File: config.mk
export PLATFORM = sky130hd
export DESIGN_NAME = light_prox_param_regs
export DESIGN_NICKNAME = d
export VERILOG_FILES = /design/src/pkg/light_prox_pkg.sv /design/src/hdl/ambient_averager.sv /design/src/hdl/light_prox_param_regs.sv
export VERILOG_INCLUDE_DIRS = /design/src /design/src/pkg
export SDC_FILE = /design/constraint.sdc
export NUM_CORES = 1
export LEC_CHECK = 0
export ABC_AREA = 1
export BUFFER_PORTS_ARGS = -buffer_cell sky130_fd_sc_hd__buf_4
export CORE_AREA = 3 3 147 149
export DETAILED_ROUTE_END_ITERATION = 10
export DIE_AREA = 0 0 150 152
export GPL_ROUTABILITY_DRIVEN = 1
export HOLD_SLACK_MARGIN = 0.12
export SYNTH_ARGS = -nofsm -noshare
export SYNTH_HDL_FRONTEND = slang
export SYNTH_SLANG_ARGS = --single-unit
File: constraint.sdc
create_clock -name i_clock -period 4.89 [get_ports i_clock]
set_input_delay 0 -clock i_clock [delete_from_list [all_inputs] [get_ports i_clock]]
set_output_delay 0 -clock i_clock [all_outputs]
set_load 0.01 [all_outputs]
File: src/pkg/light_prox_cfg.svh
`ifndef LIGHT_PROX_CFG_SVH
`define LIGHT_PROX_CFG_SVH

// register addresses
`define LP_ADDR_ID        8'h81
`define LP_ADDR_UNUSED    8'h82
`define LP_ADDR_EMIT      8'h83
`define LP_ADDR_PARAMS    8'h84

// bus address, 7 bits
`define LP_SLAVE_ADDR     7'h13

// id and calibration revision values, arbitrary
`define LP_ID_VALUE       8'h5a
`define LP_CAL_REV        2'h1

// emitter register fields
`define LP_CAL_MSB        7
`define LP_CAL_LSB        6
`define LP_EMIT_MSB       5
`define LP_EMIT_LSB       0
`define LP_EMIT_RESET     6'h02
`define LP_EMIT_MAX       6'h14

// parameter register fields
`define LP_CONT_BIT       7
`define LP_OFFS_BIT       3
`define LP_AVG_MSB        2
`define LP_AVG_LSB        0
`define LP_CONT_RESET     1'h0
`define LP_OFFS_RESET     1'h1
`define LP_AVG_RESET      3'h5

`endif

File: src/pkg/light_prox_pkg.sv
package light_prox_pkg;

  typedef enum logic [2:0] {
    ST_IDLE     = 3'b000,
    ST_ADDR     = 3'b001,
    ST_ACK_ADDR = 3'b010,
    ST_RX       = 3'b011,
    ST_ACK_RX   = 3'b100,
    ST_TX       = 3'b101,
    ST_ACK_TX   = 3'b110
  } bus_state_t;

  typedef enum logic [1:0] {
    AV_IDLE   = 2'b00,
    AV_OFFSET = 2'b01,
    AV_CONV   = 2'b10
  } avg_state_t;

  typedef struct packed {
    logic       cont;
    logic       offset_en;
    logic [2:0] avg_exp;
  } ambient_params_t;

  typedef struct packed {
    logic        valid;
    logic [15:0] data;
  } adc_sample_t;

endpackage : light_prox_pkg
File: src/hdl/ambient_averager.sv
`timescale 1ns/10ps
module ambient_averager
  import light_prox_pkg::*;
(
  input  wire logic            i_clock,
  input  wire logic            i_rst,
  input  wire logic            i_start,
  input  wire ambient_params_t i_params,
  input  wire adc_sample_t     i_adc,
  output logic                 o_conv_req,
  output logic                 o_offset_phase,
  output logic                 o_busy,
  output logic [15:0]          o_result,
  output logic                 o_result_valid
);

  avg_state_t  state_q,  state_d;
  logic [2:0]  exp_q,    exp_d;
  logic [7:0]  cnt_q,    cnt_d;
  logic [15:0] offs_q,   offs_d;
  logic [22:0] acc_q,    acc_d;
  logic [15:0] res_q,    res_d;
  logic        rv_q,     rv_d;
  logic        req_q,    req_d;
  logic        ph_q,     ph_d;
  logic        busy_q,   busy_d;
  logic [15:0] corr;
  logic [22:0] sum;

  always_comb begin
    state_d = state_q;
    exp_d   = exp_q;
    cnt_d   = cnt_q;
    offs_d  = offs_q;
    acc_d   = acc_q;
    res_d   = res_q;
    rv_d    = 1'b0;
    req_d   = 1'b0;
    // offset removed from each conversion, floored at zero
    corr = (i_adc.data > offs_q) ? i_adc.data - offs_q : 16'h0000; // [RULE11]
    sum  = acc_q + {7'h00, corr};
    case (state_q)
      AV_IDLE: begin
        if (i_start) begin
          exp_d  = i_params.avg_exp;
          cnt_d  = 8'h00;
          acc_d  = 23'h000000;
          offs_d = 16'h0000;
          req_d  = 1'b1;
          state_d = i_params.offset_en ? AV_OFFSET : AV_CONV; // [RULE11]
        end
      end
      AV_OFFSET: begin
        if (i_adc.valid) begin
          offs_d  = i_adc.data; // [RULE11]
          req_d   = 1'b1;
          state_d = AV_CONV;
        end
      end
      AV_CONV: begin
        if (i_adc.valid) begin
          acc_d = sum;
          cnt_d = cnt_q + 8'h01;
          if (cnt_q == (8'h01 << exp_q) - 8'h01) begin // [RULE12]
            // only the averaged value reaches the result
            res_d   = 16'(sum >> exp_q); // [RULE12] [RULE14]
            rv_d    = 1'b1;
            state_d = AV_IDLE;
          end else begin
            req_d = 1'b1;
          end
        end
      end
      default: state_d = AV_IDLE;
    endcase
    // phase and busy registered so the outputs come from flops
    ph_d   = (state_d == AV_OFFSET);
    busy_d = (state_d != AV_IDLE);
  end

  always_ff @(posedge i_clock) begin
    if (i_rst) begin
      state_q <= AV_IDLE;
      exp_q   <= 3'h0;
      cnt_q   <= 8'h00;
      offs_q  <= 16'h0000;
      acc_q   <= 23'h000000;
      res_q   <= 16'h0000;
      rv_q    <= 1'b0;
      req_q   <= 1'b0;
      ph_q    <= 1'b0;
      busy_q  <= 1'b0;
    end else begin
      state_q <= state_d;
      exp_q   <= exp_d;
      cnt_q   <= cnt_d;
      offs_q  <= offs_d;
      acc_q   <= acc_d;
      res_q   <= res_d;
      rv_q    <= rv_d;
      req_q   <= req_d;
      ph_q    <= ph_d;
      busy_q  <= busy_d;
    end
  end

  assign o_conv_req     = req_q;
  assign o_offset_phase = ph_q;
  assign o_busy         = busy_q;
  assign o_result       = res_q;
  assign o_result_valid = rv_q;

endmodule : ambient_averager

File: src/hdl/light_prox_param_regs.sv
`timescale 1ns/10ps
`include "light_prox_cfg.svh"
// How it works
// [RULE1] id register at 81h, product and revision
// [RULE2] id fields ignore host writes
// [RULE3] slot 82h has no function
// [RULE4] emitter code read-write, drive is code times 10mA
// [RULE5] host programs emitter code 0 to 20
// [RULE6] emitter code resets to two
// [RULE7] codes above twenty clamp to 200mA
// [RULE8] upper bits report calibration revision read-only
// [RULE9] calibration bits 7:6, emitter code bits 5:0
// [RULE10] bit 7 continuous conversion, resets to zero
// [RULE11] bit 3 offset measured and subtracted, default on
// [RULE12] bits 2:0 give 2^n conversions, averaged
// [RULE13] averaging resets to 32 conversions
// [RULE14] single shot stores only the averaged result
// [RULE15] serial bus address 13h, register byte first
module light_prox_param_regs
  import light_prox_pkg::*;
(
  input  wire logic        i_clock,
  input  wire logic        i_rst,
  input  wire logic        i_scl,
  input  wire logic        i_sda,
  output logic             o_sda_out,
  output logic             o_sda_oe_n,
  input  wire logic        i_ambient_single_shot,
  input  wire adc_sample_t i_adc,
  output logic [4:0]       o_emitter_steps,
  output ambient_params_t  o_params,
  output logic             o_conv_req,
  output logic             o_offset_phase,
  output logic             o_ambient_busy,
  output logic [15:0]      o_ambient_result,
  output logic             o_ambient_valid
);

  // pin synchronisers
  logic [1:0] scl_sync_q, sda_sync_q;
  logic       scl_prev_q, sda_prev_q;
  logic       scl, sda, scl_rise, scl_fall, start_cond, stop_cond;

  always_ff @(posedge i_clock) begin
    if (i_rst) begin
      scl_sync_q <= 2'h3;
      sda_sync_q <= 2'h3;
      scl_prev_q <= 1'b1;
      sda_prev_q <= 1'b1;
    end else begin
      scl_sync_q <= {scl_sync_q[0], i_scl};
      sda_sync_q <= {sda_sync_q[0], i_sda};
      scl_prev_q <= scl_sync_q[1];
      sda_prev_q <= sda_sync_q[1];
    end
  end

  assign scl        = scl_sync_q[1];
  assign sda        = sda_sync_q[1];
  assign scl_rise   = scl & ~scl_prev_q;
  assign scl_fall   = ~scl & scl_prev_q;
  assign start_cond = scl & scl_prev_q & ~sda & sda_prev_q;
  assign stop_cond  = scl & scl_prev_q & sda & ~sda_prev_q;

  // parameter registers
  logic [5:0]      emit_q, emit_d;
  ambient_params_t par_q,  par_d;
  logic [4:0]      steps_q, steps_d;

  function automatic logic [7:0] reg_read(
    input logic [7:0]      addr,
    input logic [5:0]      emit,
    input ambient_params_t par
  );
    logic [7:0] v;
    v = 8'h00;
    case (addr)
      `LP_ADDR_ID:     v = `LP_ID_VALUE; // [RULE1]
      `LP_ADDR_UNUSED: v = 8'h00; // [RULE3]
      `LP_ADDR_EMIT:   v = {`LP_CAL_REV, emit}; // [RULE8] [RULE9]
      `LP_ADDR_PARAMS: v = {par.cont, 3'h0, par.offset_en, par.avg_exp};
      default:         v = 8'h00;
    endcase
    return v;
  endfunction : reg_read

  // bus engine
  bus_state_t st_q,   st_d;
  logic [7:0] sh_q,   sh_d;
  logic [3:0] cnt_q,  cnt_d;
  logic [7:0] ptr_q,  ptr_d;
  logic       hp_q,   hp_d;
  logic       rw_q,   rw_d;
  logic       nack_q, nack_d;
  logic       low_q,  low_d;
  logic       wr_en;
  logic [7:0] wr_data;
  logic [7:0] rd_byte;

  assign rd_byte = reg_read(ptr_q, emit_q, par_q);

  always_comb begin
    st_d    = st_q;
    sh_d    = sh_q;
    cnt_d   = cnt_q;
    ptr_d   = ptr_q;
    hp_d    = hp_q;
    rw_d    = rw_q;
    nack_d  = nack_q;
    low_d   = low_q;
    wr_en   = 1'b0;
    wr_data = sh_q;
    if (stop_cond) begin
      st_d  = ST_IDLE;
      low_d = 1'b0;
    end else if (start_cond) begin
      st_d  = ST_ADDR;
      cnt_d = 4'h0;
      low_d = 1'b0;
    end else begin
      case (st_q)
        ST_IDLE: low_d = 1'b0;
        ST_ADDR, ST_RX: begin
          if (scl_rise) begin
            sh_d  = {sh_q[6:0], sda};
            cnt_d = cnt_q + 4'h1;
          end else if (scl_fall && cnt_q == 4'h8) begin
            cnt_d = 4'h0;
            if (st_q == ST_ADDR) begin
              if (sh_q[7:1] == `LP_SLAVE_ADDR) begin // [RULE15]
                rw_d  = sh_q[0];
                low_d = 1'b1;
                st_d  = ST_ACK_ADDR;
              end else begin
                st_d = ST_IDLE;
              end
            end else begin
              low_d = 1'b1;
              st_d  = ST_ACK_RX;
              if (!hp_q) begin
                ptr_d = sh_q; // [RULE15]
                hp_d  = 1'b1;
              end else begin
                wr_en = 1'b1;
                ptr_d = ptr_q + 8'h01;
              end
            end
          end
        end
        ST_ACK_ADDR: begin
          if (scl_fall) begin
            if (rw_q) begin
              sh_d  = rd_byte;
              low_d = ~rd_byte[7];
              st_d  = ST_TX;
            end else begin
              hp_d  = 1'b0;
              low_d = 1'b0;
              st_d  = ST_RX;
            end
          end
        end
        ST_ACK_RX: begin
          if (scl_fall) begin
            low_d = 1'b0;
            st_d  = ST_RX;
          end
        end
        ST_TX: begin
          if (scl_fall) begin
            if (cnt_q == 4'h7) begin
              cnt_d = 4'h0;
              low_d = 1'b0;
              ptr_d = ptr_q + 8'h01;
              st_d  = ST_ACK_TX;
            end else begin
              sh_d  = {sh_q[6:0], 1'b0};
              cnt_d = cnt_q + 4'h1;
              low_d = ~sh_q[6];
            end
          end
        end
        ST_ACK_TX: begin
          if (scl_rise) begin
            nack_d = sda;
          end else if (scl_fall) begin
            if (nack_q) begin
              st_d = ST_IDLE;
            end else begin
              sh_d  = rd_byte;
              low_d = ~rd_byte[7];
              st_d  = ST_TX;
            end
          end
        end
        default: st_d = ST_IDLE;
      endcase
    end
  end

  always_ff @(posedge i_clock) begin
    if (i_rst) begin
      st_q   <= ST_IDLE;
      sh_q   <= 8'h00;
      cnt_q  <= 4'h0;
      ptr_q  <= 8'h00;
      hp_q   <= 1'b0;
      rw_q   <= 1'b0;
      nack_q <= 1'b0;
      low_q  <= 1'b0;
    end else begin
      st_q   <= st_d;
      sh_q   <= sh_d;
      cnt_q  <= cnt_d;
      ptr_q  <= ptr_d;
      hp_q   <= hp_d;
      rw_q   <= rw_d;
      nack_q <= nack_d;
      low_q  <= low_d;
    end
  end

  // register writes, id and unused slot take none
  always_comb begin
    emit_d = emit_q;
    par_d  = par_q;
    if (wr_en) begin
      case (ptr_q)
        `LP_ADDR_EMIT: emit_d = wr_data[`LP_EMIT_MSB:`LP_EMIT_LSB]; // [RULE4]
        `LP_ADDR_PARAMS: begin
          par_d.cont      = wr_data[`LP_CONT_BIT]; // [RULE10]
          par_d.offset_en = wr_data[`LP_OFFS_BIT]; // [RULE11]
          par_d.avg_exp   = wr_data[`LP_AVG_MSB:`LP_AVG_LSB]; // [RULE12]
        end
        default: emit_d = emit_q; // [RULE2] [RULE3]
      endcase
    end
    // drive steps of 10mA, clamped at twenty
    steps_d = (emit_q > `LP_EMIT_MAX) ? 5'(`LP_EMIT_MAX) // [RULE7]
                                      : emit_q[4:0]; // [RULE4] [RULE5]
  end

  always_ff @(posedge i_clock) begin
    if (i_rst) begin
      emit_q        <= `LP_EMIT_RESET; // [RULE6]
      par_q.cont    <= `LP_CONT_RESET; // [RULE10]
      par_q.offset_en <= `LP_OFFS_RESET; // [RULE11]
      par_q.avg_exp <= `LP_AVG_RESET; // [RULE13]
      steps_q       <= 5'h02;
    end else begin
      emit_q  <= emit_d;
      par_q   <= par_d;
      steps_q <= steps_d;
    end
  end

  // measurement launch, single shot or continuous
  logic amb_busy, go_q, go_d;

  always_comb begin
    go_d = (i_ambient_single_shot | par_q.cont) & ~amb_busy & ~go_q; // [RULE10]
  end

  always_ff @(posedge i_clock) begin
    if (i_rst) begin
      go_q <= 1'b0;
    end else begin
      go_q <= go_d;
    end
  end

  ambient_averager u_avg (
    .i_clock        (i_clock),
    .i_rst          (i_rst),
    .i_start        (go_q),
    .i_params       (par_q),
    .i_adc          (i_adc),
    .o_conv_req     (o_conv_req),
    .o_offset_phase (o_offset_phase),
    .o_busy         (amb_busy),
    .o_result       (o_ambient_result),
    .o_result_valid (o_ambient_valid) // [RULE14]
  );

  assign o_sda_out       = 1'b0;
  assign o_sda_oe_n      = ~low_q;
  assign o_emitter_steps = steps_q;
  assign o_params        = par_q;
  assign o_ambient_busy  = amb_busy;

  property p_id_fixed;
    @(posedge i_clock) disable iff (i_rst)
      (wr_en && ptr_q == `LP_ADDR_ID) |=>
        $stable(emit_q) && $stable(par_q) &&
        reg_read(`LP_ADDR_ID, emit_q, par_q) == `LP_ID_VALUE;
  endproperty
  a_id_fixed: assert property (p_id_fixed) // [RULE1] [RULE2]
    else $error("id register changed by a write");

  property p_unused_zero;
    @(posedge i_clock) disable iff (i_rst)
      (wr_en && ptr_q == `LP_ADDR_UNUSED) |=>
        $stable(emit_q) && $stable(par_q) &&
        reg_read(`LP_ADDR_UNUSED, emit_q, par_q) == 8'h00;
  endproperty
  a_unused_zero: assert property (p_unused_zero) // [RULE3]
    else $error("unused slot reads nonzero");

  property p_emit_drive;
    @(posedge i_clock) disable iff (i_rst)
      (wr_en && ptr_q == `LP_ADDR_EMIT && wr_data[5:0] <= 6'h14) |=>
        ##1 o_emitter_steps == $past(wr_data[4:0], 2);
  endproperty
  a_emit_drive: assert property (p_emit_drive) // [RULE4]
    else $error("emitter drive does not follow code");

  property p_emit_clamp;
    @(posedge i_clock) disable iff (i_rst)
      (emit_q > `LP_EMIT_MAX) |=> o_emitter_steps == 5'h14;
  endproperty
  a_emit_clamp: assert property (p_emit_clamp) // [RULE7]
    else $error("emitter drive not clamped");

  property p_reset_vals;
    @(posedge i_clock)
      $past(i_rst) |-> (emit_q == 6'h02 && !par_q.cont &&
                        par_q.offset_en && par_q.avg_exp == 3'h5);
  endproperty
  a_reset_vals: assert property (p_reset_vals) // [RULE6] [RULE10] [RULE13]
    else $error("parameter reset values wrong");

  property p_cal_field;
    @(posedge i_clock) disable iff (i_rst)
      (wr_en && ptr_q == `LP_ADDR_EMIT) |=>
        emit_q == $past(wr_data[5:0]) &&
        reg_read(`LP_ADDR_EMIT, emit_q, par_q) == {`LP_CAL_REV, emit_q};
  endproperty
  a_cal_field: assert property (p_cal_field) // [RULE8] [RULE9]
    else $error("calibration field altered");

  property p_cont_launch;
    @(posedge i_clock) disable iff (i_rst)
      (par_q.cont && !amb_busy && !go_q) |=> go_q;
  endproperty
  a_cont_launch: assert property (p_cont_launch) // [RULE10]
    else $error("continuous mode did not launch");

  property p_addr_ack;
    @(posedge i_clock) disable iff (i_rst)
      (st_q == ST_ADDR && scl_fall && cnt_q == 4'h8 && !stop_cond &&
       !start_cond && sh_q[7:1] == `LP_SLAVE_ADDR) |=> !o_sda_oe_n;
  endproperty
  a_addr_ack: assert property (p_addr_ack) // [RULE15]
    else $error("own address not acknowledged");

  property p_offset_first;
    @(posedge i_clock) disable iff (i_rst)
      (go_q && par_q.offset_en) |=> o_offset_phase;
  endproperty
  a_offset_first: assert property (p_offset_first) // [RULE11]
    else $error("no offset phase before measurement");

endmodule : light_prox_param_regs

Word level (Yosys, flattened, before mapping)

Index checks and enable logic that the tools add are counted.

Output and inout bits: 32
Register bits: 122

Bitwise operators: 25
$lt $le $gt $ge: 2
Eq/ne operators: 44
Reduce and logical (&&, ||, !) cells: 31
Add/subtract/negate cells: 6
Shift operators: 2
Multiplexer cells: 86

Operators with widths:

| operator              | number |
|---|---|
| $mux W8               | 16 |
| $mux W16              | 3 |
| $mux W23              | 2 |
| $pmux W23 S2          | 1 |
| $ne A2 B2 Y1 const B  | 18 |
| $mux W3               | 11 |
| $pmux W16 S2          | 1 |
| $pmux W8 S2           | 2 |
| $pmux W8 S4           | 1 |
| $mux W1               | 30 |
| $ne A3 B3 Y1 const B  | 9 |
| $eq A8 B8 Y1 const B  | 3 |
| $pmux W8 S3           | 1 |
| $add A23 B16 Y23      | 1 |
| $shr A23 B3 Y16       | 1 |
| $mux W4               | 5 |
| $pmux W3 S6           | 1 |
| $reduce_and A9 Y1     | 2 |
| $add A8 B1 Y8 const B | 2 |
| $gt A16 B16 Y1        | 1 |
| $reduce_and A8 Y1     | 2 |
| $sub A16 B16 Y16      | 1 |
| $not A1 Y1            | 15 |
| $mux W2               | 6 |
| 37 further kinds      | 61 |

Depth between registers and ports, before layout

Gate-level depths: netlist (run 1).

Depth after elaboration: 9
Mapped depth: 32
Gate-level depth less buffers: 31

By module

From an unflattened synthesis (run 1), not the netlist that was laid out.

Cell total of the unflattened synthesis: 1321
Area total of the unflattened synthesis: 8516.9 um^2

Modules (own cells, without submodules):

| module                | seq. area each (um^2) | instances | area each (um^2) | cells each |
|---|---|---|---|---|
| ambient_averager      | 1441.4                | 1         | 5487.8           | 866 |
| light_prox_param_regs | 1001.0                | 1         | 3029.2           | 455 |

Worst setup path before layout (run 1)

Ideal clock, no wire load.

Path kind: flip-flop to flip-flop
Start: reg u_avg.offs_q[0]
End: reg u_avg.res_q[15], in the netlist u_avg.o_result[15]
Data required time: 4781 ps
Buffers on the path: 1
Cell stages (with the launch flop): 32
Period minus slack after synthesis: 3885 ps
Arrival: 3776 ps
Path slack: 1005 ps
Path through: dfxtp_1 ha_1 fa_1 inv_1 nand3_1 nand2_1 a21oi_1 o21ai_1 a21boi_0 o21ai_1 nand2_1 buf_2 nor2_1 ha_1 inv_1 fa_1 inv_1 nand3_1 nand3_1 nand2_1 nand2_1 nand2_1 nand2_1 nand2_1 nand2_1 nand3_1 nand3_1 nand2_1 inv_1 nand3_1 nand2_1 inv_1

Word-level cells in the longest chain between the ends: 4
Elaborated cells between the ends (all ways): 5
Those cells by class: add/sub (2); order compare (1); shift (1); mux (1)

RTL lines:

| what                                               | RTL line               | RTL |
|---|---|---|
| start: declaration                                 | ambient_averager.sv:20 | `logic [15:0] offs_q, offs_d;` |
| start signal: assignment                           | ambient_averager.sv:97 | `offs_q <= offs_d;` |
| $sub A16 B16 Y16 or $gt A16 B16 Y1 (tied branches) | ambient_averager.sv:40 | `corr = (i_adc.data > offs_q) ? i_adc.data - offs_q : 16'h0000;` |
| $mux W16 (*)                                       | ambient_averager.sv:40 |  |
| $add A23 B16 Y23 (*)                               | ambient_averager.sv:41 | `sum = acc_q + {7'h00, corr};` |
| $shr A23 B3 Y16 (*)                                | ambient_averager.sv:66 | `res_d = 16'(sum >> exp_q);` |
| end signal: assignment                             | ambient_averager.sv:99 | `res_q <= res_d;` |
| end: declaration                                   | ambient_averager.sv:22 | `logic [15:0] res_q, res_d;` |

Every way passes the cells marked *; elsewhere a longest branch is shown, timed or not.
A chain may end at the register's enable or synchronous reset.

Worst setup path in the final report (run 1)

Start: reg u_avg.offs_q[0]
End: reg u_avg.res_q[6], in the netlist u_avg.o_result[6]

The elaborated chain is that of the path after synthesis.

==> impl_metrics.prom, run 1 <==
# TYPE chip_impl_metric gauge
chip_impl_metric{name="worstMarginPinSlew",unit="ns"} 1.252
chip_impl_metric{name="async_flop_share",unit="%"} 0
chip_impl_metric{name="cts-root-to-sink-buffers",unit=""} 2
chip_impl_metric{name="drt_first_iter_violations",unit=""} 580
chip_impl_metric{name="post_synth_instance_area",unit="mm2"} 0.008113
chip_impl_metric{name="first_pass_iters",unit=""} 5
chip_impl_info{name="critical_path_class",value="register to register"} 1
chip_impl_metric{name="post_synthesis_sequential_area_ratio",unit="%"} 30.10
chip_impl_metric{name="row_count",unit=""} 52
chip_impl_metric{name="worstHoldPathCells",unit=""} 4
chip_impl_info{name="worst_hold_path.endpoint",value="sda_prev_q$_SDFF_PP1_"} 1
chip_impl_info{name="setup.worst_path.start_class",value="register"} 1
chip_impl_info{name="regToRegStartpoint",value="u_avg.offs_q[0]$_SDFFE_PP0P_"} 1
chip_impl_metric{name="drc_violations_left",unit=""} 0
chip_impl_metric{name="final_layout_size_suffix_gt1_share",unit="%"} 9.767
chip_impl_metric{name="syn_nets",unit=""} 1322
chip_impl_metric{name="hpwl",unit="um"} 16990
chip_impl_metric{name="synth.top_cell.area_share",unit="%"} 30.10
chip_impl_metric{name="postRouteAntennaNets",unit=""} 0
chip_impl_metric{name="routabilityCongestion",unit=""} 0.9173
chip_impl_metric{name="synthToLayoutAreaGrowth",unit="%"} 17.43
chip_impl_info{name="root_buffer_cell",value="clkbuf_16"} 1
chip_impl_info{name="synthFlopType",value="dfxtp_1"} 1
chip_impl_metric{name="timing.critical_path.fanout_max",unit=""} 9
chip_impl_metric{name="yosysWarnings",unit=""} 0
chip_impl_metric{name="grtUsageTotal",unit="%"} 19.86
chip_impl_info{name="critical_path.most_common_cell",value="nand3_1"} 1
chip_impl_metric{name="power",unit="W"} 0.003639
chip_impl_metric{name="power_density",unit="mW/mm2"} 382.0
chip_impl_metric{name="layout.nets",unit=""} 1382
chip_impl_metric{name="total_of_fill_cells_in_the_finished_design",unit=""} 2155
chip_impl_metric{name="post_syn_instances",unit=""} 1259
chip_impl_metric{name="global_route.overflow_total",unit=""} 0
chip_impl_metric{name="die-area",unit="mm2"} 0.02280
chip_impl_metric{name="synth_cell_type_count",unit=""} 54
chip_impl_metric{name="fin_tns_setup",unit="ns"} 0
chip_impl_info{name="run_status",value="completed"} 1
chip_impl_metric{name="vias",unit=""} 8328
chip_impl_info{name="hold_path.startpoint",value="i_rst"} 1
chip_impl_metric{name="finalCritPeriodShare",unit="%"} 90.87
chip_impl_metric{name="worst_skew_pair.late_latency",unit="ns"} 0.43
chip_impl_metric{name="path_clk_slew",unit="ns"} 0.06
chip_impl_metric{name="detail_route.vias_per_cell",unit=""} 5.202
chip_impl_metric{name="setup.reg_to_reg.worst_slack",unit="ns"} 0.45
chip_impl_metric{name="num_antenna_cells",unit=""} 0
chip_impl_info{name="yosys.cell_count.top_type",value="nand2_1"} 1
chip_impl_metric{name="synth.avg_cell_area",unit="um2"} 6.444
chip_impl_info{name="cts_tree",value="done"} 1
chip_impl_metric{name="cellLeakagePower",unit="nW"} 4.303
chip_impl_metric{name="final-max-slew-violation-count",unit=""} 0
chip_impl_info{name="synth_top_cells_by_area",value="dfxtp_1, nand2_1, nand3_1"} 1
chip_impl_metric{name="die_h",unit="um"} 152
chip_impl_metric{name="finalCoreUtilization",unit="%"} 46.93
chip_impl_metric{name="totalWireLength",unit="um"} 22910
chip_impl_metric{name="numCtsBuffers",unit=""} 17
chip_impl_metric{name="grt_antenna_before_repair",unit=""} 0
chip_impl_metric{name="drt-wirelength-per-cell",unit="um"} 14.31
chip_impl_metric{name="die_w",unit="um"} 150
chip_impl_metric{name="cts_setup_buffers",unit=""} 0
chip_impl_metric{name="post_route_non_filler_standard_cell_count",unit=""} 1601
chip_impl_info{name="hold_class",value="input pin to register"} 1
chip_impl_info{name="end_kind",value="register"} 1
chip_impl_info{name="crit-reg2reg-capture",value="u_avg.o_result[6]$_SDFFE_PP0P_"} 1
chip_impl_metric{name="cts.htree.levels",unit=""} 4
chip_impl_metric{name="floorplan.io_pins",unit=""} 54
chip_impl_metric{name="floorplan.core_area",unit="mm2"} 0.02030
chip_impl_metric{name="cap_violations",unit=""} 0
chip_impl_metric{name="clock-sinks",unit=""} 122
chip_impl_metric{name="worst_slack",unit="ns"} 0.4466
chip_impl_metric{name="report.final.setup_viol",unit=""} 0
chip_impl_info{name="grt_setup_unrepaired",value="false"} 1
chip_impl_info{name="slowest_cell_on_the_critical_path",value="fa_1"} 1
chip_impl_info{name="synthTopCellsByCount",value="nand2_1, inv_1, nand3_1, a21oi_1, dfxtp_1"} 1
chip_impl_metric{name="max-vdd-ir-drop",unit="mV"} 0.2344
chip_impl_metric{name="dpl_worst_slack",unit="ns"} 0.4590
chip_impl_metric{name="required",unit="ns"} 5.25
chip_impl_metric{name="synth.ff_latch_count",unit=""} 122
chip_impl_metric{name="max_slew_margin",unit="%"} 16.44
chip_impl_metric{name="grt_pass1_wl",unit="um"} 37550
chip_impl_metric{name="floorplan.initialDensity",unit="%"} 39.97
chip_impl_metric{name="finalCriticalPeriod",unit="ns"} 4.443
chip_impl_metric{name="max_freq",unit="MHz"} 225.1
chip_impl_metric{name="worstRegToRegCells",unit=""} 25
chip_impl_metric{name="place.detailed.instances",unit=""} 1550
chip_impl_metric{name="worst_ep_arrival_time",unit="ns"} 4.80
chip_impl_info{name="yosys.area.top_type",value="dfxtp_1"} 1
chip_impl_metric{name="crit_path_max_incr_delay",unit="ns"} 0.42
chip_impl_metric{name="finalClockSkew",unit="ns"} 0.01512
chip_impl_metric{name="grt_max_degree",unit=""} 63
chip_impl_metric{name="report.final.hold_viol_count",unit=""} 0
chip_impl_metric{name="buffer_ports.inserted",unit=""} 52
chip_impl_metric{name="first_global_vias",unit=""} 7495
chip_impl_metric{name="synth_enable_flop_cells",unit=""} 0
-- how the worst max path moves through the flow --
stage,startpoint,end,slack (ns),cells after the start
floorplan,u_avg.offs_q[0]$_SDFFE_PP0P_,u_avg.o_result[15]$_SDFFE_PP0P_,1.01,31
global placement,u_avg.offs_q[0]$_SDFFE_PP0P_,u_avg.o_result[13]$_SDFFE_PP0P_,0.56,28
detailed placement,u_avg.offs_q[0]$_SDFFE_PP0P_,u_avg.o_result[13]$_SDFFE_PP0P_,0.46,28
CTS,u_avg.offs_q[0]$_SDFFE_PP0P_,u_avg.o_result[6]$_SDFFE_PP0P_,0.47,25
global route,u_avg.offs_q[0]$_SDFFE_PP0P_,u_avg.o_result[6]$_SDFFE_PP0P_,0.04,25
finish,u_avg.offs_q[0]$_SDFFE_PP0P_,u_avg.o_result[6]$_SDFFE_PP0P_,0.45,25
-- registers in the layout, summed over array words and instances, names as in the netlist, 2 cells and up --
name             count
emit_q               6
o_emitter_steps      5
sda_sync_q           2
u_avg.state_q        2
u_avg.acc_q         23
sh_q                 8
u_avg.offs_q        16
u_avg.cnt_q          8
u_avg.exp_q          3
o_params             5
ptr_q                8
cnt_q                4
u_avg.o_result      16
scl_sync_q           2
st_q                 3
-- critical path: cells and delay by family, from the launching register on --
family          cells  cell delay, ns
flops               1            0.31
simple gates       13            1.51
xor+xnor            1            0.28
compound gates      4            0.75
fa+ha+maj           3            1.05
buf+inv             4            0.50
-- cell usage in the layout (no fill, tap or decap), drive strengths merged, types with 9 or more instances in the layout --
cell	netlist	final
ha	39	39
xor2	13	13
nand4	17	17
nor3	18	18
inv	169	172
clkbuf	24	19
o21ai	66	66
nor2	117	117
dfxtp	122	122
dlygate4sd3	0	20
a21oi	125	125
a211oi	27	27
nand2	297	297
or2	9	9
buf	14	59
nand3	137	137
-- repair_timing --
item                                   4_1_cts  5_1_grt
endpoints found under the hold margin       24        0
setup endpoints to repair                    0        4
hold buffers                                20        0
resized for setup                            0        1
-- per-stage QoR --
step | instance area (um2) | hold slack (ns)
6_report | 9527 | 0.1631
2_1_floorplan | 8113 | 0.1038
3_5_place_dp | 8707 | 0.1930
3_3_place_gp | 8707 | 0.1864
5_1_grt | 9527 | 0.1829
4_1_cts | 9524 | 0.1607
-- kinds of logic after synthesis --
group                      share of synthesized area (%)
buffers and inverters                              10.32
muxes                                             0.2468
xor gates and xnor gates                           2.252
and+or+nand+nor                                    33.33
AOI/OAI and AO/OA                                  17.20
other                                            0.04622
DFF                                                30.10
adders and majority gates                          6.508
-- layer usage --
metal  vias up  global-route usage (%)  part of all wire [%]
li1       4293                       -                     -
met1      3799                   30.49                    51
met2       219                   29.14                    42
met3        17                   3.455                   5.8
met4         0                   3.834                   1.0
met5         -                       0                     0
-- power by group --
part | total (W) | leakage, nW | internal (W) | switching [W]
combinational | 0.00112 | 3.01 | 0.000377 | 0.000739
clock | 0.00133 | 0.300 | 0.000833 | 0.000496
sequential | 0.00119 | 0.991 | 0.00109 | 0.0000993
-- cell type report --
cell class,count,area (um2),area share [%]
inverter,172,648.1,6.803
multi-input combinational,927,4838,50.79
clock inverter,12,163.9,1.721
tap,270,337.8,3.546
timing repair buffer,79,643.1,6.751
sequential,122,2442,25.64
clock buffer,19,452.9,4.754
No activity file was read; power rests on OpenSTA's default activity.
==> run 2: changes to the inputs <==
Settings changed: ABC_AREA 1 to 0, CORE_AREA 3 3 147 149 to 3 3 146 148, DIE_AREA 0 0 150 152 to 0 0 149 151.
==> impl_metrics.prom, run 2 <==
# TYPE chip_impl_metric gauge
chip_impl_metric{name="worstRegToRegCells",unit=""} 23
chip_impl_info{name="end_kind",value="register"} 1
chip_impl_metric{name="drc_violations_left",unit=""} 0
chip_impl_metric{name="worst_skew_pair.late_latency",unit="ns"} 0.42
chip_impl_metric{name="synthToLayoutAreaGrowth",unit="%"} 23.42
chip_impl_metric{name="yosysWarnings",unit=""} 0
chip_impl_metric{name="grtUsageTotal",unit="%"} 19.12
chip_impl_info{name="hold_class",value="input pin to register"} 1
chip_impl_metric{name="largest_reg_flops",unit=""} 23
chip_impl_metric{name="numCtsBuffers",unit=""} 17
chip_impl_info{name="cts_tree",value="done"} 1
chip_impl_metric{name="finalCriticalPeriod",unit="ns"} 4.678
chip_impl_metric{name="die_h",unit="um"} 151
chip_impl_metric{name="num_antenna_cells",unit=""} 0
chip_impl_metric{name="drt_first_iter_violations",unit=""} 520
chip_impl_metric{name="synth.avg_cell_area",unit="um2"} 7.614
chip_impl_metric{name="worst_ep_arrival_time",unit="ns"} 5.02
chip_impl_info{name="critical_path_class",value="register to register"} 1
chip_impl_info{name="layout.cells.most_common",value="nor2_1"} 1
chip_impl_metric{name="worst_slack",unit="ns"} 0.2117
chip_impl_metric{name="worstHoldPathCells",unit=""} 3
chip_impl_metric{name="cellLeakagePower",unit="nW"} 3.840
chip_impl_metric{name="synth.top_cell.area_share",unit="%"} 30.64
chip_impl_metric{name="detail_route.vias_per_cell",unit=""} 5.363
chip_impl_metric{name="power_density",unit="mW/mm2"} 292.9
chip_impl_info{name="yosys.area.top_type",value="dfxtp_1"} 1
chip_impl_metric{name="die_w",unit="um"} 149
chip_impl_metric{name="postRouteAntennaNets",unit=""} 0
chip_impl_metric{name="grt_antenna_before_repair",unit=""} 0
chip_impl_metric{name="totalWireLength",unit="um"} 21150
chip_impl_metric{name="routabilityCongestion",unit=""} 0.8953
chip_impl_metric{name="cts-root-to-sink-buffers",unit=""} 2
chip_impl_metric{name="max_slew_margin",unit="%"} 19.29
chip_impl_metric{name="first_pass_iters",unit=""} 5
chip_impl_metric{name="final-max-slew-violation-count",unit=""} 0
chip_impl_metric{name="floorplan.initialDensity",unit="%"} 39.52
chip_impl_info{name="cp-startpoint",value="u_avg.offs_q[0]$_SDFFE_PP0P_"} 1
chip_impl_metric{name="setup.reg_to_reg.worst_slack",unit="ns"} 0.21
chip_impl_metric{name="vias",unit=""} 7540
chip_impl_metric{name="total_of_fill_cells_in_the_finished_design",unit=""} 1985
chip_impl_metric{name="global_route.overflow_total",unit=""} 0
chip_impl_info{name="run_status",value="completed"} 1
chip_impl_info{name="synthTopCellsByCount",value="nor2_1, dfxtp_1, a21oi_1, nand2_1, inv_1"} 1
chip_impl_metric{name="async_flop_share",unit="%"} 0
chip_impl_metric{name="post_syn_instances",unit=""} 1047
chip_impl_metric{name="worstMarginPinSlew",unit="ns"} 1.211
chip_impl_metric{name="grt_max_degree",unit=""} 67
chip_impl_metric{name="hpwl",unit="um"} 14830
chip_impl_metric{name="final_layout_size_suffix_gt1_share",unit="%"} 17.61
chip_impl_metric{name="report.final.setup_viol",unit=""} 0
chip_impl_info{name="yosys.cell_count.top_type",value="nor2_1"} 1
chip_impl_metric{name="max_freq",unit="MHz"} 213.8
chip_impl_metric{name="die-area",unit="mm2"} 0.02250
chip_impl_metric{name="finalHoldWorstSlack",unit="ns"} 0.3076
chip_impl_metric{name="cts.htree.levels",unit=""} 4
chip_impl_metric{name="synth.ff_latch_count",unit=""} 122
chip_impl_metric{name="clock-sinks",unit=""} 122
chip_impl_metric{name="first_global_vias",unit=""} 6899
chip_impl_info{name="grt_setup_unrepaired",value="true"} 1
chip_impl_metric{name="floorplan.io_pins",unit=""} 54
chip_impl_info{name="layout_common_cells",value="nor2_1, dfxtp_1, a21oi_1"} 1
chip_impl_metric{name="floorplan.core_area",unit="mm2"} 0.02017
chip_impl_metric{name="drt-wirelength-per-cell",unit="um"} 15.04
chip_impl_metric{name="max-vdd-ir-drop",unit="mV"} 0.2798
chip_impl_info{name="synthFlopType",value="dfxtp_1"} 1
chip_impl_metric{name="cap_violations",unit=""} 0
chip_impl_metric{name="timing.critical_path.fanout_max",unit=""} 5
chip_impl_info{name="setup.worst_path.start_class",value="register"} 1
chip_impl_metric{name="syn_nets",unit=""} 1110
chip_impl_metric{name="grt_pass1_wl",unit="um"} 35180
chip_impl_info{name="most_flops_register",value="u_avg.acc_q"} 1
chip_impl_metric{name="post_synthesis_sequential_area_ratio",unit="%"} 30.64
chip_impl_metric{name="required",unit="ns"} 5.23
chip_impl_metric{name="synth_enable_flop_cells",unit=""} 0
chip_impl_info{name="synth_top_cells_by_area",value="dfxtp_1, nor2_1, a21oi_1"} 1
chip_impl_metric{name="layout.nets",unit=""} 1187
chip_impl_metric{name="finalCritPeriodShare",unit="%"} 95.67
chip_impl_metric{name="finalClockSkew",unit="ns"} 0.008684
chip_impl_metric{name="row_count",unit=""} 52
chip_impl_metric{name="report.final.hold_viol_count",unit=""} 0
chip_impl_metric{name="buffer_ports.inserted",unit=""} 52
chip_impl_info{name="root_buffer_cell",value="clkbuf_16"} 1
chip_impl_metric{name="post_synth_instance_area",unit="mm2"} 0.007971
chip_impl_metric{name="dpl_worst_slack",unit="ns"} 0.03172
chip_impl_info{name="regToRegStartpoint",value="u_avg.offs_q[0]$_SDFFE_PP0P_"} 1
chip_impl_metric{name="synth_cell_type_count",unit=""} 71
chip_impl_metric{name="path_clk_slew",unit="ns"} 0.06
chip_impl_info{name="hold_path.startpoint",value="i_sda"} 1
## run 2: cell count changes after synthesis, moves of 12 or more
cell	delta
nand2_1	-211
nor2b_1	+18
o21ai_0	-16
inv_1	-114
nand3_1	-93
or3_1	+12
mux2i_1	+23
clkbuf_1	+21
nor2_1	+52
a21o_1	+17
xnor2_1	+15
a22oi_1	+17
nand4_1	-12
nand2b_1	+12
## run 2: per-layer routing
metal	GRT usage, %	up-vias	routed length (um)
li1	-	3843	-
met1	27.09	3543	10410
met2	30.07	138	9725
met3	3.710	16	834
met4	4.668	0	181
met5	0	-	0
## run 2: per-stage QoR
step | setup TNS (ns) | std cells | instance area, um2 | util [%] | power, W
2_1_floorplan | 0 | 1047 | 7986 | - | 0.001354
3_3_place_gp | 0 | 1340 | 8696 | 43.11 | 0.001488
3_5_place_dp | 0 | 1340 | 8696 | 43.11 | 0.001489
4_1_cts | 0 | 1395 | 9579 | 47.49 | 0.002879
5_1_grt | -0.3253 | 1406 | 9838 | 48.78 | 0.003014
6_report | 0 | 1406 | 9838 | 48.78 | 0.002882
## run 2: cell families after synthesis
group	after synthesis	share of synthesized area [%]
AND/OR/NAND/NOR	418	24.75
AO/OA/AOI/OAI	278	21.80
flip-flops	122	30.64
buffers and inverters	110	5.493
adder cells (fa/ha/maj)	41	6.624
XOR/XNOR	40	4.395
multiplexers	37	6.247
other	1	0.04704
## run 2: timing repair
item	CTS	global route
resized for setup	1	46
hold endpoints to repair	53	0
buffers inserted	0	10
pin swaps	0	22
endpoints found under the setup margin	1	21
gates cloned	0	1
hold buffers	24	0
## run 2: path summary, 6_finish.rpt
path                                     endpoint
setup / recovery  u_avg.o_result[15]$_SDFFE_PP0P_
hold / removal           sda_sync_q[0]$_SDFF_PP1_
setup reg to reg  u_avg.o_result[15]$_SDFFE_PP0P_
hold reg to reg                   go_q$_SDFF_PP0_
## run 2: power breakdown
part           total (W)  switching (W)  internal (W)
Combinational   0.000489       0.000285      0.000203
Clock            0.00137       0.000489      0.000884
Sequential       0.00102      0.0000121       0.00101
Total            0.00288       0.000786       0.00210
## run 2: critical path: stages (launching register included)
cell and delay [ns]:
dfxtp_2 0.33, ha_4 0.16, fa_2 0.38, nor2b_4 0.14
o21ai_2 0.08, a21oi_2 0.17, o211ai_1 0.12, a31oi_1 0.21
a41oi_1 0.14, nor2_1 0.15, o21ai_2 0.12, nor2_2 0.13
ha_2 0.19, inv_2 0.04, fa_2 0.35, nand2b_4 0.15
a21o_1 0.21, a21oi_4 0.23, a31oi_4 0.15, o22ai_4 0.23
and3_4 0.22, xnor2_1 0.06, mux4_2 0.47, o221ai_2 0.18
## run 2: final cells by class
cell class,count,area [um2],share of cell area [%]
Sequential cell,122,2444,24.84
Inverter,50,190.2,1.933
Clock inverter,12,185.2,1.882
Timing Repair Buffer,118,949.7,9.653
Tap cell,270,337.8,3.434
Clock buffer,19,452.9,4.604
Multi-Input combinational cell,815,5279,53.66
==> run 3: changes to the inputs <==
Settings changed: CORE_AREA 3 3 146 148 to 2 2 146 148, DIE_AREA 0 0 149 151 to 0 0 148 150, SLEW_MARGIN set to 25, SYNTH_HIERARCHICAL set to 1.
==> impl_metrics.prom, run 3 <==
# TYPE chip_impl_metric gauge
chip_impl_info{name="run_status",value="completed"} 1
chip_impl_info{name="cts_tree",value="done"} 1
chip_impl_metric{name="drt_first_iter_violations",unit=""} 597
chip_impl_metric{name="sequential_cell_fraction_of_total_power",unit="%"} 34.9
chip_impl_metric{name="max-vdd-ir-drop",unit="mV"} 0.2346
chip_impl_metric{name="vias",unit=""} 7754
chip_impl_metric{name="cellInternalPower",unit="W"} 0.002102
chip_impl_metric{name="design_area",unit="mm2"} 0.01006
chip_impl_metric{name="setup.reg_to_reg.worst_slack",unit="ns"} 0.15
chip_impl_info{name="end_kind",value="register"} 1
chip_impl_metric{name="synthToLayoutAreaGrowth",unit="%"} 23.06
chip_impl_info{name="hold_class",value="input pin to register"} 1
chip_impl_metric{name="post_synth_instance_area",unit="mm2"} 0.008178
chip_impl_metric{name="clockPowerShare",unit="%"} 46.8
chip_impl_metric{name="synth.top_cell.area_share",unit="%"} 29.87
chip_impl_metric{name="buffer_ports.inserted",unit=""} 52
chip_impl_metric{name="grtUsageMet2",unit="%"} 31.06
chip_impl_metric{name="worstHoldPathCells",unit=""} 4
chip_impl_metric{name="clock-sinks",unit=""} 122
chip_impl_metric{name="totalWireLength",unit="um"} 22080
chip_impl_metric{name="synth.avg_cell_area",unit="um2"} 7.932
chip_impl_info{name="grt_busiest_layer",value="met2"} 1
chip_impl_info{name="synthFlopType",value="dfxtp_1"} 1
chip_impl_metric{name="report.final.setup_viol",unit=""} 0
chip_impl_metric{name="report.final.hold_viol_count",unit=""} 0
chip_impl_metric{name="instance_area_at_placement",unit="mm2"} 0.008837
chip_impl_metric{name="gr-usage-met3",unit="%"} 3.476
chip_impl_metric{name="max_slew_margin",unit="%"} 32.05
chip_impl_metric{name="switching_fraction",unit="%"} 28.53
chip_impl_metric{name="crit_path_max_incr_delay",unit="ns"} 0.49
chip_impl_metric{name="multiInputGateArea",unit="mm2"} 0.005589
chip_impl_info{name="regToRegStartpoint",value="u_avg/offs_q[0]$_SDFFE_PP0P_"} 1
chip_impl_metric{name="num_antenna_cells",unit=""} 0
chip_impl_metric{name="dpl_worst_slack",unit="ns"} -0.01416
chip_impl_info{name="critical_path.most_common_cell",value="a21oi_2"} 1
chip_impl_metric{name="drt-wirelength-per-cell",unit="um"} 15.89
chip_impl_info{name="hold_path.startpoint",value="i_adc[7]"} 1
chip_impl_metric{name="timing.critical_path.buf_inv",unit=""} 2
chip_impl_metric{name="critical_path_cell_count",unit=""} 22
chip_impl_metric{name="path_clk_slew",unit="ns"} 0.06
chip_impl_metric{name="cts.htree.levels",unit=""} 4
chip_impl_metric{name="post_synthesis_sequential_area_ratio",unit="%"} 29.87
chip_impl_metric{name="yosysWarnings",unit=""} 6
chip_impl_metric{name="row_count",unit=""} 53
chip_impl_metric{name="hpwl",unit="um"} 15270
chip_impl_metric{name="cts-root-to-sink-buffers",unit=""} 2
chip_impl_info{name="root_buffer_cell",value="clkbuf_16"} 1
chip_impl_metric{name="worst_ep_arrival_time",unit="ns"} 5.03
chip_impl_metric{name="post_syn_instances",unit=""} 1031
chip_impl_info{name="synthTopCellsByCount",value="dfxtp_1, nor2_1, nand2_1, a21oi_1, nand3_1"} 1
chip_impl_metric{name="async_flop_share",unit="%"} 0
chip_impl_metric{name="max_freq",unit="MHz"} 210.9
chip_impl_metric{name="cap_violations",unit=""} 0
chip_impl_metric{name="global_route.overflow_total",unit=""} 0
chip_impl_metric{name="postRouteAntennaNets",unit=""} 0
chip_impl_metric{name="final_layout_size_suffix_gt1_share",unit="%"} 20.27
chip_impl_metric{name="worstRegToRegCells",unit=""} 22
chip_impl_metric{name="die_h",unit="um"} 150
chip_impl_metric{name="syn_nets",unit=""} 1094
chip_impl_metric{name="worst_slack",unit="ns"} 0.1493
chip_impl_metric{name="grt_pass1_wl",unit="um"} 35430
chip_impl_info{name="crit_path_cell_trace",value="ha_1, fa_2, nor2b_2, o21a_1, o21ai_1, a21oi_2, a41oi_2, a21oi_2, nand2b_1, a21o_4, buf_4, nor3b_2, ha_4, nor2b_1, a311oi_2, and2_4, o21bai_2, xor2_2, buf_4, mux4_2, a21oi_2, a211oi_1"} 1
chip_impl_metric{name="drc_violations_left",unit=""} 0
chip_impl_metric{name="total_of_fill_cells_in_the_finished_design",unit=""} 2047
chip_impl_metric{name="layout.nets",unit=""} 1165
chip_impl_metric{name="finalCriticalPeriod",unit="ns"} 4.741
chip_impl_metric{name="die_w",unit="um"} 148
chip_impl_info{name="yosys.cell_count.top_type",value="dfxtp_1"} 1
chip_impl_metric{name="required",unit="ns"} 5.18
chip_impl_metric{name="final-max-slew-violation-count",unit=""} 0
chip_impl_metric{name="floorplan.io_pins",unit=""} 54
chip_impl_metric{name="finalCritPeriodShare",unit="%"} 96.95
chip_impl_metric{name="power.share.combinational",unit="%"} 18.4
chip_impl_info{name="worst_hold_path.endpoint",value="u_avg/offs_q[7]$_SDFFE_PP0P_"} 1
chip_impl_metric{name="grt_antenna_before_repair",unit=""} 0
chip_impl_metric{name="floorplan.core_area",unit="mm2"} 0.02069
chip_impl_metric{name="net_switching_power",unit="W"} 0.0008391
chip_impl_info{name="layout_common_cells",value="dfxtp_1, nor2_1, nand2_1"} 1
chip_impl_info{name="critical_path_class",value="register to register"} 1
chip_impl_metric{name="worstMarginPinSlew",unit="ns"} 1.019
chip_impl_info{name="setup.worst_path.start_class",value="register"} 1
chip_impl_metric{name="grt_use_met1",unit="%"} 27.21
chip_impl_metric{name="finalClockSkew",unit="ns"} 0.008031
chip_impl_metric{name="cellLeakagePower",unit="nW"} 3.831
chip_impl_metric{name="synth.ff_latch_count",unit=""} 122
chip_impl_info{name="crit-reg2reg-capture",value="u_avg/o_result[7]$_SDFFE_PP0P_"} 1
chip_impl_metric{name="die-area",unit="mm2"} 0.02220
chip_impl_info{name="timing.critical_path.max_delay_family",value="compound AO/OA/AOI/OAI gates"} 1
chip_impl_metric{name="first_global_vias",unit=""} 7019
chip_impl_metric{name="floorplan.initialDensity",unit="%"} 39.53
chip_impl_metric{name="synth_cell_type_count",unit=""} 101
chip_impl_metric{name="area.sequential",unit="mm2"} 0.002442
chip_impl_info{name="slowest_cell_on_the_critical_path",value="mux4_2"} 1
chip_impl_info{name="most_flops_register",value="u_avg/acc_q"} 1
chip_impl_metric{name="synth_enable_flop_cells",unit=""} 0
chip_impl_info{name="grt_setup_unrepaired",value="true"} 1
chip_impl_info{name="synth_top_cells_by_area",value="dfxtp_1, ha_1, nor2_1"} 1
chip_impl_metric{name="largest_reg_flops",unit=""} 23
chip_impl_metric{name="grt_max_degree",unit=""} 84
chip_impl_info{name="layout.cells.most_common",value="dfxtp_1"} 1
chip_impl_metric{name="numCtsBuffers",unit=""} 17
chip_impl_metric{name="power_density",unit="mW/mm2"} 292.2
chip_impl_metric{name="grtUsageTotal",unit="%"} 19.56
chip_impl_info{name="yosys.area.top_type",value="dfxtp_1"} 1
chip_impl_metric{name="detail_route.vias_per_cell",unit=""} 5.578
chip_impl_info{name="cp-startpoint",value="u_avg/offs_q[0]$_SDFFE_PP0P_"} 1
chip_impl_metric{name="first_pass_iters",unit=""} 5
chip_impl_metric{name="timing.critical_path.fanout_max",unit=""} 8
chip_impl_metric{name="routabilityCongestion",unit=""} 0.8667
chip_impl_metric{name="worst_skew_pair.late_latency",unit="ns"} 0.43
==> run 3: changes by cell type after synthesis, moves of 6 or more <==
cell      delta
inv_1        -6
nand2_1      +8
buf_1        -6
or3_1        -9
a21o_1       -8
o21ai_1      +9
a211oi_1     -9
nand4_1      +8
a21oi_1     -30
o211ai_1     -9
nand2b_1     +6
nor2_1      -45
==> run 3: worst max-delay path by stage <==
stage               slack, ns                               to
global route            -0.08   u_avg/o_result[7]$_SDFFE_PP0P_
CTS                     0.006   u_avg/o_result[9]$_SDFFE_PP0P_
finish                   0.15   u_avg/o_result[7]$_SDFFE_PP0P_
floorplan                0.19   u_avg/o_result[9]$_SDFFE_PP0P_
detailed placement      -0.01   u_avg/o_result[9]$_SDFFE_PP0P_
global placement         0.04  u_avg/o_result[10]$_SDFFE_PP0P_
==> run 3: cells by family (layout without fill, tap and decap cells) <==
family	after synthesis	in the layout	share of synthesized area (%)
fa+ha+maj	41	41	6.457
compound gates	284	284	24.08
flops	122	122	29.87
simple gates	409	409	24.86
xor+xnor	36	36	4.039
other cells	1	1	0.04586
mux	36	36	5.416
buf+inv	102	186	5.232
==> run 3: power by group through the flow <==
stage               Sequential [W]  Combinational [W]  Clock, W
floorplan                  0.00104           0.000341         0
global placement           0.00105           0.000470         0
detailed placement         0.00105           0.000470         0
CTS                        0.00103           0.000492   0.00140
global route               0.00103           0.000590   0.00144
finish                     0.00103           0.000540   0.00138
==> run 3: per-layer routing <==
| metal | vias up | share of wire (%) |
|---|---|---|
| li1 | 3887 | - |
| met1 | 3678 | 49 |
| met2 | 173 | 46 |
| met3 | 16 | 4.3 |
| met4 | 0 | 0.95 |
| met5 | - | 0 |
==> run 3: through the flow <==
stage	util [%]	hold slack (ns)	instances	power (W)	setup TNS (ns)
finish	48.64	0.4031	1390	0.002941	0
global route	48.64	0.4102	1390	0.003057	-0.3021
CTS	47.01	0.3906	1381	0.002916	0
detailed placement	42.71	0.1885	1325	0.001517	-0.01416
global placement	42.71	0.1849	1325	0.001517	0
floorplan	-	0.1038	1031	0.001380	0
==> run 3: layout make-up <==
class | instances | share of cell area (%)
multi-input cells | 807 | 55.54
flip-flops and latches | 122 | 24.27
repair buffers | 110 | 8.778
clock buffers | 17 | 4.227
well taps | 275 | 3.419
clock inverters | 15 | 2.126
inverters | 44 | 1.641
==> run 3: worst register-to-register path: stages (launching register included) <==
cell and delay [ns]:
dfxtp_1 0.31, ha_1 0.21, fa_2 0.35, nor2b_2 0.15, o21a_1 0.15, o21ai_1 0.09, a21oi_2 0.22, a41oi_2 0.17
a21oi_2 0.19, nand2b_1 0.08, a21o_4 0.25, buf_4 0.18, nor3b_2 0.28, ha_4 0.27, nor2b_1 0.14, a311oi_2 0.25
and2_4 0.22, o21bai_2 0.08, xor2_2 0.20, buf_4 0.15, mux4_2 0.49, a21oi_2 0.15, a211oi_1 0.07
==> run 3: what timing repair did <==
item,4_1_cts,5_1_grt
hold buffers,23,0
gates resized for setup,2,57
buffers inserted,1,9
pin swaps,2,21
endpoints found under the hold margin,46,0
endpoints found under the setup margin,2,18
